[src/shared/crg_regs.svh]
// Register offsets, field positions and reset values of the core state block
`ifndef CRG_REGS_SVH
`define CRG_REGS_SVH

// ==========================================================
// Byte offsets on the register bus
`define CRG_A_MODE   12'h000
`define CRG_A_PSW    12'h004
`define CRG_A_FLAGS  12'h008
`define CRG_A_EXEC   12'h00c
`define CRG_A_GMASK  12'h010
`define CRG_A_FMASK  12'h014
`define CRG_A_THR    12'h018
`define CRG_A_CTRL   12'h01c
`define CRG_A_MSP    12'h020
`define CRG_A_PSP    12'h024
`define CRG_A_SP     12'h028
`define CRG_A_LR     12'h02c
`define CRG_A_PC     12'h030
`define CRG_A_CALL   12'h034
`define CRG_A_XRET   12'h038
// Region selects taken from address bits [11:6]
`define CRG_R_WIDE   6'h02
`define CRG_R_NARROW 6'h03
// Number of low registers reachable by narrow encodings
`define CRG_LOW_REGS 4'h8

// ==========================================================
// Program status word fields
`define CRG_FLAG_LSB 27
`define CRG_FLAG_MSB 31
`define CRG_ICI_LSB  10
`define CRG_ICI_MSB  15
`define CRG_ITL_LSB  25
`define CRG_ITL_MSB  26
`define CRG_TBIT     24
`define CRG_NUM_MSB  8

// ==========================================================
// Mode control bits and alignment
`define CRG_C_NPRIV  0
`define CRG_C_SPSEL  1
`define CRG_SP_ZERO  2'h0
`define CRG_PC_ZERO  1'h0
`define CRG_CALL_LEN 32'h0000_0004

// ==========================================================
// Exception numbers that bypass the global mask and threshold
`define CRG_NUM_NMI  9'h002
`define CRG_NUM_HF   9'h003

// ==========================================================
// Reset values
`define CRG_RST_WORD 32'h0000_0000
`define CRG_RST_THR  9'h000
`define CRG_RST_CTRL 2'h0

`endif

[src/shared/crg_pkg.sv]
// Types shared by the core state block
package crg_pkg;

  // ==========================================================
  // Execution mode, Gray coded
  typedef enum logic [1:0] {
    CRG_ST_THREAD  = 2'b00,
    CRG_ST_HANDLER = 2'b01
  } crg_mode_t;

  typedef logic [31:0] crg_word_t;

endpackage : crg_pkg

[src/shared/crg_mask_if.sv]
// Mask state and pending request passed to the admission gate
`timescale 1ns/1ps
interface crg_mask_if #(
  parameter int PRIO_W = 9,
  parameter int NUM_W  = 9
);
  logic              gmask;
  logic              fmask;
  logic [PRIO_W-1:0] thr;
  logic [NUM_W-1:0]  num;
  logic [PRIO_W-1:0] prio;
  logic              admit;

  modport core (output gmask, output fmask, output thr, output num, output prio, input admit);
  modport gate (input gmask, input fmask, input thr, input num, input prio, output admit);
endinterface : crg_mask_if

[src/rtl/crg_core_state.sv]
// Core privilege, mode, banked stack and special register state
//
// Summary of operation
// - Handler mode exists only privileged; user handler never occurs.
// - Handler mode while servicing an exception, thread mode otherwise.
// - User level access to restricted registers is blocked and faults.
// - Privileged level may access every register without privilege fault.
// - All sixteen core registers are 32 bits wide.
// - Registers 0-7 reachable by all encodings; 8-12 only by wide ones.
// - Stack register banked between main and process stack pointers.
// - Stack pointer low two bits ignored, read as zero.
// - A subroutine call loads the return address register.
// - Instruction pointer bit 0 ignored, read as zero.
// - Status word of three parts; result flags in bits 27-31.
// - Exception number of current service held in bits 0-8.
// - Continuable and conditional block state in bits 10-15, 25-26.
// - Bit 24 always reads 1; clearing it raises a fault.
// - Global mask admits only nmi and hard fault.
// - Fault mask admits only nmi.
// - Threshold blocks priorities equal or above it; zero disables.
// - Mode control bit 0 selects privileged or user thread.
// - Mode control bit 1 selects main or alternate stack.
// - Stack select bit reads 0 in handler mode.
// - Only the compact mixed-width instruction set is supported.
// - Bit-band single-bit access; unaligned data supported by the core.
//
// The implementer's own choices: the Avalon-MM interface to the registers and the register offsets.
`timescale 1ns/1ps
module crg_core_state
  import crg_pkg::*;
#(
  parameter int NGPR   = 13,
  parameter int PRIO_W = 9,
  parameter int NUM_W  = 9
) (
  input  wire logic              core_clk,
  input  wire logic              reset,
  input  wire logic              clk_en,
  input  wire logic [11:0]       avs_address,
  input  wire logic              avs_read,
  input  wire logic              avs_write,
  input  wire logic [31:0]       avs_writedata,
  input  wire logic [3:0]        avs_byteenable,
  output logic [31:0]            avs_readdata,
  output logic                   avs_waitrequest,
  input  wire logic              irq_req,
  input  wire logic [NUM_W-1:0]  irq_num,
  input  wire logic [PRIO_W-1:0] irq_prio,
  output logic                   exc_taken,
  output logic                   handler_mode,
  output logic                   user_level,
  output logic                   psp_active,
  output logic                   priv_fault
);
`include "crg_regs.svh"

  // ==========================================================
  // State
  crg_mode_t         mode_q;
  logic [31:0]       gpr_q [NGPR];
  logic [31:0]       msp_q;
  logic [31:0]       psp_q;
  logic [31:0]       lr_q;
  logic [31:0]       pc_q;
  logic [4:0]        flags_q;
  logic [5:0]        ici_q;
  logic [1:0]        itl_q;
  logic [NUM_W-1:0]  exception_number_status_q;
  logic              gmask_q;
  logic              fmask_q;
  logic [PRIO_W-1:0] thr_q;
  logic [1:0]        ctrl_q;
  logic [31:0]       rdata_q;
  logic              wait_q;
  logic              taken_q;
  logic              fault_q;
  logic              hnd_q;
  logic              usr_q;
  logic              psp_q_act;

  // ==========================================================
  // Decode
  logic              acc;
  logic              wr;
  logic              is_user;
  logic              use_psp;
  logic              restr;
  logic              deny;
  logic              bad_t;
  logic              bad_nar;
  logic [31:0]       rdat;
  logic [31:0]       psw;
  logic [31:0]       sp_cur;
  logic [31:0]       wmrg;
  logic [3:0]        gidx;
  logic              gsel;
  logic              bsel;
  logic [4:0]        bbit;
  logic              take;
  logic              xret;

  crg_mask_if #(.PRIO_W(PRIO_W), .NUM_W(NUM_W)) mif ();

  crg_irq_gate u_gate (
    .m (mif.gate)
  );

  // Feed the gate with live masks and the pending request
  assign mif.gmask = gmask_q;
  assign mif.fmask = fmask_q;
  assign mif.thr   = thr_q;
  assign mif.num   = irq_num;
  assign mif.prio  = irq_prio;

  // Byte lane merge for partial writes
  function automatic logic [31:0] be_merge(
    input logic [31:0] old_v,
    input logic [31:0] new_v,
    input logic [3:0]  be
  );
    logic [31:0] r;
    r = old_v;
    for (int i = 0; i < 4; i++) begin
      if (be[i]) begin
        r[i*8 +: 8] = new_v[i*8 +: 8];
      end
    end
    return r;
  endfunction : be_merge

  // Request taken on its first cycle only
  assign acc = (avs_read || avs_write) && wait_q;
  assign wr  = acc && avs_write && !deny;

  // user level only possible in thread mode
  assign is_user = (mode_q == CRG_ST_THREAD) && ctrl_q[`CRG_C_NPRIV];
  // process stack only in thread mode
  // bit 1 picks the alternate stack
  assign use_psp = (mode_q == CRG_ST_THREAD) && ctrl_q[`CRG_C_SPSEL];
  assign sp_cur  = use_psp ? psp_q : msp_q;
  assign wmrg    = be_merge(rdat, avs_writedata, avs_byteenable);

  // three parts read together as one word
  always_comb begin
    psw = '0;
    psw[`CRG_FLAG_MSB:`CRG_FLAG_LSB] = flags_q;
    psw[`CRG_ITL_MSB:`CRG_ITL_LSB]   = itl_q;
    psw[`CRG_TBIT]                   = 1'b1;
    psw[`CRG_ICI_MSB:`CRG_ICI_LSB]   = ici_q;
    psw[`CRG_NUM_MSB:0]              = exception_number_status_q;
  end

  // Region and register decode with read data
  always_comb begin
    rdat    = '0;
    restr   = 1'b0;
    bad_nar = 1'b0;
    gsel    = 1'b0;
    bsel    = avs_address[11];
    gidx    = avs_address[5:2];
    bbit    = avs_address[6:2];
    if (bsel) begin
      // bit-band alias of one register bit
      gidx = avs_address[10:7];
      gsel = (gidx < 4'(NGPR));
      rdat = gsel ? {31'h0, gpr_q[gidx][bbit]} : '0;
    end else if (avs_address[11:6] == `CRG_R_WIDE) begin
      gsel = (gidx < 4'(NGPR));
      rdat = gsel ? gpr_q[gidx] : '0;
    end else if (avs_address[11:6] == `CRG_R_NARROW) begin
      // high registers not reachable by narrow encodings
      gsel    = (gidx < `CRG_LOW_REGS);
      bad_nar = !gsel;
      rdat    = gsel ? gpr_q[gidx] : '0;
    end else begin
      case (avs_address)
        `CRG_A_MODE:  rdat = {29'h0, use_psp, is_user, mode_q == CRG_ST_HANDLER};
        `CRG_A_PSW:   rdat = psw;
        `CRG_A_FLAGS: rdat = {flags_q, 27'h0};
        `CRG_A_EXEC:  rdat = psw & ~{flags_q, 27'h0};
        `CRG_A_GMASK: begin
          rdat  = {31'h0, gmask_q};
          restr = 1'b1;
        end
        `CRG_A_FMASK: begin
          rdat  = {31'h0, fmask_q};
          restr = 1'b1;
        end
        `CRG_A_THR: begin
          rdat  = {{(32-PRIO_W){1'b0}}, thr_q};
          restr = 1'b1;
        end
        // stack select reads 0 in handler mode
        `CRG_A_CTRL: begin
          rdat  = {30'h0, ctrl_q[`CRG_C_SPSEL] && (mode_q == CRG_ST_THREAD), ctrl_q[`CRG_C_NPRIV]};
          restr = 1'b1;
        end
        `CRG_A_MSP: begin
          rdat  = msp_q;
          restr = 1'b1;
        end
        `CRG_A_PSP:   rdat = psp_q;
        `CRG_A_SP:    rdat = sp_cur;
        `CRG_A_LR:    rdat = lr_q;
        `CRG_A_PC:    rdat = pc_q;
        `CRG_A_XRET:  restr = 1'b1;
        default:      rdat = '0;
      endcase
    end
  end

  // user level blocked from restricted registers
  assign deny = is_user && restr;
  // attempt to clear compact state bit
  assign bad_t = avs_write && !bsel && (avs_address == `CRG_A_EXEC)
               && avs_byteenable[3] && !avs_writedata[`CRG_TBIT];

  assign take = irq_req && mif.admit && (mode_q == CRG_ST_THREAD);
  assign xret = wr && !bsel && (avs_address == `CRG_A_XRET) && (mode_q == CRG_ST_HANDLER);

  // ==========================================================
  // Bus slave: one wait cycle, then answer
  always_ff @(posedge core_clk) begin
    if (reset) begin
      wait_q  <= 1'b1;
      rdata_q <= `CRG_RST_WORD;
    end else if (clk_en) begin
      wait_q <= !acc;
      if (acc && avs_read) begin
        rdata_q <= deny ? `CRG_RST_WORD : rdat;
      end
    end
  end

  // Fault pulse on denied or illegal access
  always_ff @(posedge core_clk) begin
    if (reset) begin
      fault_q <= 1'b0;
    end else if (clk_en) begin
      fault_q <= acc && (deny || bad_t || bad_nar);
    end
  end

  // ==========================================================
  // Mode machine and exception number
  always_ff @(posedge core_clk) begin
    if (reset) begin
      mode_q  <= CRG_ST_THREAD;
      exception_number_status_q  <= '0;
      taken_q <= 1'b0;
    end else if (clk_en) begin
      taken_q <= 1'b0;
      case (mode_q)
        CRG_ST_THREAD: begin
          if (take) begin
            mode_q  <= CRG_ST_HANDLER;
            exception_number_status_q  <= irq_num;
            taken_q <= 1'b1;
          end
        end
        CRG_ST_HANDLER: begin
          // return uses current mode control bits
          if (xret) begin
            mode_q <= CRG_ST_THREAD;
            exception_number_status_q <= '0;
          end
        end
        default: mode_q <= CRG_ST_THREAD;
      endcase
    end
  end

  // ==========================================================
  // Mask registers
  always_ff @(posedge core_clk) begin
    if (reset) begin
      gmask_q <= 1'b0;
      fmask_q <= 1'b0;
      thr_q   <= `CRG_RST_THR;
    end else if (clk_en && wr && !bsel) begin
      if (avs_address == `CRG_A_GMASK) begin
        gmask_q <= wmrg[0];
      end
      if (avs_address == `CRG_A_FMASK) begin
        fmask_q <= wmrg[0];
      end
      if (avs_address == `CRG_A_THR) begin
        thr_q <= wmrg[PRIO_W-1:0];
      end
    end
  end

  // Mode control register
  always_ff @(posedge core_clk) begin
    if (reset) begin
      ctrl_q <= `CRG_RST_CTRL;
    end else if (clk_en && wr && !bsel && (avs_address == `CRG_A_CTRL)) begin
      ctrl_q[`CRG_C_NPRIV] <= wmrg[`CRG_C_NPRIV];
      // stack select held while in handler mode
      if (mode_q == CRG_ST_THREAD) begin
        ctrl_q[`CRG_C_SPSEL] <= wmrg[`CRG_C_SPSEL];
      end
    end
  end

  // ==========================================================
  // Banked stack pointers
  always_ff @(posedge core_clk) begin
    if (reset) begin
      msp_q <= `CRG_RST_WORD;
      psp_q <= `CRG_RST_WORD;
    end else if (clk_en && wr && !bsel) begin
      // low two bits forced to zero
      if ((avs_address == `CRG_A_MSP) || ((avs_address == `CRG_A_SP) && !use_psp)) begin
        msp_q <= {wmrg[31:2], `CRG_SP_ZERO};
      end
      // active view writes the banked copy in use
      if ((avs_address == `CRG_A_PSP) || ((avs_address == `CRG_A_SP) && use_psp)) begin
        psp_q <= {wmrg[31:2], `CRG_SP_ZERO};
      end
    end
  end

  // Return address and instruction pointer
  always_ff @(posedge core_clk) begin
    if (reset) begin
      lr_q <= `CRG_RST_WORD;
      pc_q <= `CRG_RST_WORD;
    end else if (clk_en && wr && !bsel) begin
      if (avs_address == `CRG_A_LR) begin
        lr_q <= wmrg;
      end
      if (avs_address == `CRG_A_PC) begin
        pc_q <= {wmrg[31:1], `CRG_PC_ZERO};
      end
      if (avs_address == `CRG_A_CALL) begin
        lr_q <= pc_q + `CRG_CALL_LEN;
        pc_q <= {avs_writedata[31:1], `CRG_PC_ZERO};
      end
    end
  end

  // Result flags and execution state fields
  always_ff @(posedge core_clk) begin
    if (reset) begin
      flags_q <= '0;
      ici_q   <= '0;
      itl_q   <= '0;
    end else if (clk_en && wr && !bsel) begin
      if ((avs_address == `CRG_A_FLAGS) || (avs_address == `CRG_A_PSW)) begin
        flags_q <= wmrg[`CRG_FLAG_MSB:`CRG_FLAG_LSB];
      end
      if ((avs_address == `CRG_A_EXEC) && !bad_t) begin
        ici_q <= wmrg[`CRG_ICI_MSB:`CRG_ICI_LSB];
        itl_q <= wmrg[`CRG_ITL_MSB:`CRG_ITL_LSB];
      end
    end
  end

  // ==========================================================
  // General registers, word and bit-band writes
  // every register a full 32-bit word
  always_ff @(posedge core_clk) begin
    if (reset) begin
      for (int i = 0; i < NGPR; i++) begin
        gpr_q[i] <= `CRG_RST_WORD;
      end
    end else if (clk_en && wr && gsel) begin
      if (bsel) begin
        gpr_q[gidx][bbit] <= avs_writedata[0];
      end else begin
        gpr_q[gidx] <= wmrg;
      end
    end
  end

  // ==========================================================
  // Status outputs registered
  always_ff @(posedge core_clk) begin
    if (reset) begin
      hnd_q     <= 1'b0;
      usr_q     <= 1'b0;
      psp_q_act <= 1'b0;
    end else if (clk_en) begin
      hnd_q     <= (mode_q == CRG_ST_HANDLER);
      usr_q     <= is_user;
      psp_q_act <= use_psp;
    end
  end

  assign avs_readdata    = rdata_q;
  assign avs_waitrequest = wait_q;
  assign exc_taken       = taken_q;
  assign handler_mode    = hnd_q;
  assign user_level      = usr_q;
  assign psp_active      = psp_q_act;
  assign priv_fault      = fault_q;

endmodule : crg_core_state

[src/rtl/crg_irq_gate.sv]
// Decides whether a pending exception passes the three masks
`timescale 1ns/1ps
module crg_irq_gate
  import crg_pkg::*;
(
  crg_mask_if.gate m
);
`include "crg_regs.svh"

  logic is_nmi;
  logic is_hf;
  logic thr_block;

  // Classify the request and compare against the threshold
  assign is_nmi = (m.num == `CRG_NUM_NMI);
  assign is_hf  = (m.num == `CRG_NUM_HF);
  assign thr_block = (m.thr != '0) && (m.prio >= m.thr);

  // Apply masks in order of strength
  always_comb begin
    if (is_nmi) begin
      m.admit = 1'b1;
    end else if (m.fmask) begin
      m.admit = 1'b0;
    end else if (is_hf) begin
      m.admit = 1'b1;
    end else if (m.gmask) begin
      m.admit = 1'b0;
    end else begin
      m.admit = !thr_block;
    end
  end

endmodule : crg_irq_gate

[config.mk]
export PLATFORM = sky130hd
export DESIGN_NAME = crg_core_state
export DESIGN_NICKNAME = d
export VERILOG_FILES = /design/src/shared/crg_pkg.sv /design/src/shared/crg_mask_if.sv /design/src/rtl/crg_core_state.sv /design/src/rtl/crg_irq_gate.sv
export VERILOG_INCLUDE_DIRS = /design/src /design/src/shared
export SDC_FILE = /design/constraint.sdc
export NUM_CORES = 2
export LEC_CHECK = 0
export BUFFER_PORTS_ARGS = -buffer_cell sky130_fd_sc_hd__buf_2
export CAP_MARGIN = 20
export CORE_MARGIN = 2
export CORE_UTILIZATION = 64
export DETAILED_ROUTE_END_ITERATION = 16
export GPL_TIMING_DRIVEN = 0
export PLACE_DENSITY = 0.81
export SYNTH_ARGS = -nofsm -noshare
export SYNTH_HDL_FRONTEND = slang
export SYNTH_SLANG_ARGS = --single-unit
[constraint.sdc]
create_clock -name core_clk -period 4.7 [get_ports core_clk]
set_input_delay 0.94 -clock core_clk [delete_from_list [all_inputs] [get_ports core_clk]]
set_output_delay 0.94 -clock core_clk [all_outputs]
set_load 0.02 [all_outputs]
==> impl_metrics.toml <==
[yosys]
synth_edf_count = 512
async_flop_share = 0
ys_warn_count = 0
synth_cell_type_count = 90
yosys-top-cells-count = "edfxtp_1 (512), o21bai_1 (416), nor2_1 (411)"
ys_seq_area_frac = 0.465
syn-instance-count = 3664
ys_ff_latch = 709
synth_top_area_share = 0.370
synthTopCellsByArea = "edfxtp_1 (37%), mux4_2 (13%), dfxtp_1 (9.5%)"
synth_ff_type = "edfxtp_1"
synth_area_per_cell_sq_um = 11.3
yosysTopAreaCell = "edfxtp_1"
synth_area_sq_mm = 0.0415
synth_most_common_cell = "edfxtp_1"

[hold_path]
min_from = "lr_q[1]"
hold_path_depth = 2
min_to = "lr_q[1]"
min_path_type = "flip-flop to flip-flop"

[worst_setup_path]
critPathSlowestCell = "buf_2"
cp_top_family = "buffers and inverters"
r2r_slack_ns = 0.55
worstSetupPathType = "primary input to flip-flop"
setup.worst_path.end_class = "flip-flop"
critical_path_required_ns = 5.18
ff2ff_path_depth = 12
timing.rr.start = "mode_q[0]"
r2r-end = "gpr_q[7][8]"
slowest_delay_ns = 0.66
critPathBufInv = 5
path_max_fanout = 10
path_cells = "buf_2 > buf_2 > buf_2 > clkbuf_2 > buf_8 > mux2i_1 > a21oi_1 > o211ai_1 > nand4_1 > nor4_2 > o31a_1 > o31ai_1"
cp-start-kind = "primary input"
cp.arrival_ns = 5.49
cp_common_cell = "buf_2"
cp.depth = 12

[placed_design]
dpl.hpwl_microns = 140000
io_buffers = 100
dp_cells = 4734
routabilityCongestion = 1.11

[finish]
fin_util = 0.726
regArea_sq_mm = 0.0193
multi_input_area_sq_mm = 0.0205
fin_cells = 4892
fillers = 4507
final_nets = 4041
syn_to_final_growth_pct = 12.3
drive_above_1_share = 0.238

[clock_tree]
cts_setup_buffers = 0
clk_pin_slew_ns = 0.06
cts_root_buf = "clkbuf_16"
insertion_delay_ns = 0.67
cts_buffers = 79
cts_tree = "yes"
cts_buffer_depth = 3
cts_sinks = 709
htree_levels = 3

[sta]
fin_tns_setup_ns = -13.60
fin_skew_ns = 0.0319
worst_slew_pin_slew_ns = 1.38
period_needed_ns = 5.01
fin_ws_ns = -0.309
hold_violations = 0
slew_headroom = 0.0797
fin_crit_sh = 1.07
max_freq_mhz = 200
finalSetupViolCount = 228
drv_slew = 0

[grt]
grt.met3_usage = 0.275
globalRouteOverflowTotal = 0
met2_usage = 0.792
grt_first_pass_wirelength_microns = 260000
grt_use_met1 = 0.649
busiest_layer = "met2"
grtUsageTotal = 0.559
grt_max_degree = 20
antenna_found_initial = 11
grt_pass1_vias = 35800

[floorplanning]
dieArea_sq_mm = 0.0669
floorplan.rows = 93
die_h_microns = 259
core-area_sq_mm = 0.0642
start_util = 0.646
die_w_microns = 259
io_pins = 110

[flow_run]
max-cap-violations = 0

[route]
dr.first_iter.drc_count = 7650
routed_via_density = 7.74
dr.pass1.iters = 9
vias = 37900
wl_per_cell_microns = 38.7
drc = 0
ant_nets = 0
wl_microns = 189000

[power_and_ir_drop]
p_leak_nw = 15.3
power_per_cell_area_mw_per_mm2 = 338
peakVddDrop_uv = 369

[outcome]
status = "complete, but fails checks"
violations = "negative setup slack"
[cell type report]
class / instances / share of cell area
multi-input combinational: 2616 / 0.439
sequential: 709 / 0.414
clock buffer: 103 / 0.0480
buffer: 414 / 0.0464
tap: 855 / 0.0229
timing repair buffer: 122 / 0.0175
clock inverter: 43 / 0.00945
inverter: 17 / 0.00137
antenna: 13 / 0.000698
[state kept, by name (all words and copies together), names as in the netlist, 2 cells and up]
signal and cells:
ici_q 6, exception_number_status_q 9, msp_q 30, itl_q 2, ctrl_q 2, gpr_q 512
avs_readdata 32, lr_q 32, flags_q 5, mif.thr 9, psp_q 30, pc_q 31
[report_power, final]
part,leakage [nW],internal (mW),switching (mW),total (mW)
logic,7.28,0.692,1.43,2.12
registers,6.73,6.91,0.133,7.04
clock network,1.31,3.76,2.85,6.61
total,15.3,11.4,4.42,15.8
[what timing repair did]
action	CTS	global route
setup endpoints to repair	283	475
hold buffers	0	0
hold endpoints to repair	0	0
gates resized for setup	18	44
[worst max-delay path by stage]
| stage | endpoint | startpoint |
|---|---|---|
| after floorplan | gpr_q[12][30] | avs_address[2] |
| after global placement | ctrl_q[0] | avs_address[9] |
| after detailed placement | gmask_q | avs_address[8] |
| after CTS | gpr_q[6][14] | avs_address[3] |
| after global routing | gpr_q[12][28] | avs_address[2] |
| final | ctrl_q[0] | avs_address[8] |
[stage by stage]
stage | cell area [sq um] | power [mW] | hold WS (ns) | setup slack (ns)
2_1_floorplan | 41900 | 8.23 | 0.416 | 0.922
3_3_place_gp | 43400 | 9.01 | 0.435 | -1.93
3_5_place_dp | 43700 | 9.07 | 0.439 | -1.32
4_1_cts | 46500 | 15.4 | 0.447 | 0.000675
5_1_grt | 46600 | 15.8 | 0.470 | -0.00269
6_report | 46600 | 15.8 | 0.449 | -0.309
[logic make-up after synthesis]
family | after synthesis | share of synthesized area
adder cells (fa/ha/maj) | 10 | 0.00301
XOR/XNOR | 25 | 0.00528
other | 1 | 0.0000904
buffers and inverters | 434 | 0.0528
AND/OR/NAND/NOR | 1050 | 0.124
AO/OA/AOI/OAI | 1041 | 0.182
multiplexers | 394 | 0.168
flip-flops | 709 | 0.465
[tightest hold or removal path: stages, from the launching register on]
cell and delay, ns:
dfxtp_1 0.32, nand2_1 0.05, nand2_1 0.04
[per-layer routing]
metal | vias to the layer above | share of wire
met5 | - | 0.0019
met3 | 1207 | 0.18
met1 | 18100 | 0.31
met2 | 4185 | 0.41
li1 | 14300 | -
met4 | 19 | 0.10
[placed cells by master, fill, tap and decap left out, types with 18 or more instances in the layout]
cell,n
buf_6,39
buf_2,190
clkbuf_16,83
mux2i_1,123
a21oi_1,136
a211o_1,24
nor2b_1,29
a22oi_1,60
dfxtp_1,197
nand4_1,20
o21bai_1,416
o21ai_0,111
and3_1,18
conb_1,96
nor3_1,24
a211oi_1,80
a31oi_1,29
clkbuf_1,227
nand3_1,53
nor2_4,20
edfxtp_1,512
a221oi_1,22
nor2_2,170
nand2_1,212
mux4_2,236
a21oi_2,28
a22o_1,18
nand2b_1,23
buf_4,33
nor2_1,410
(Power assumes the default switching activity.)
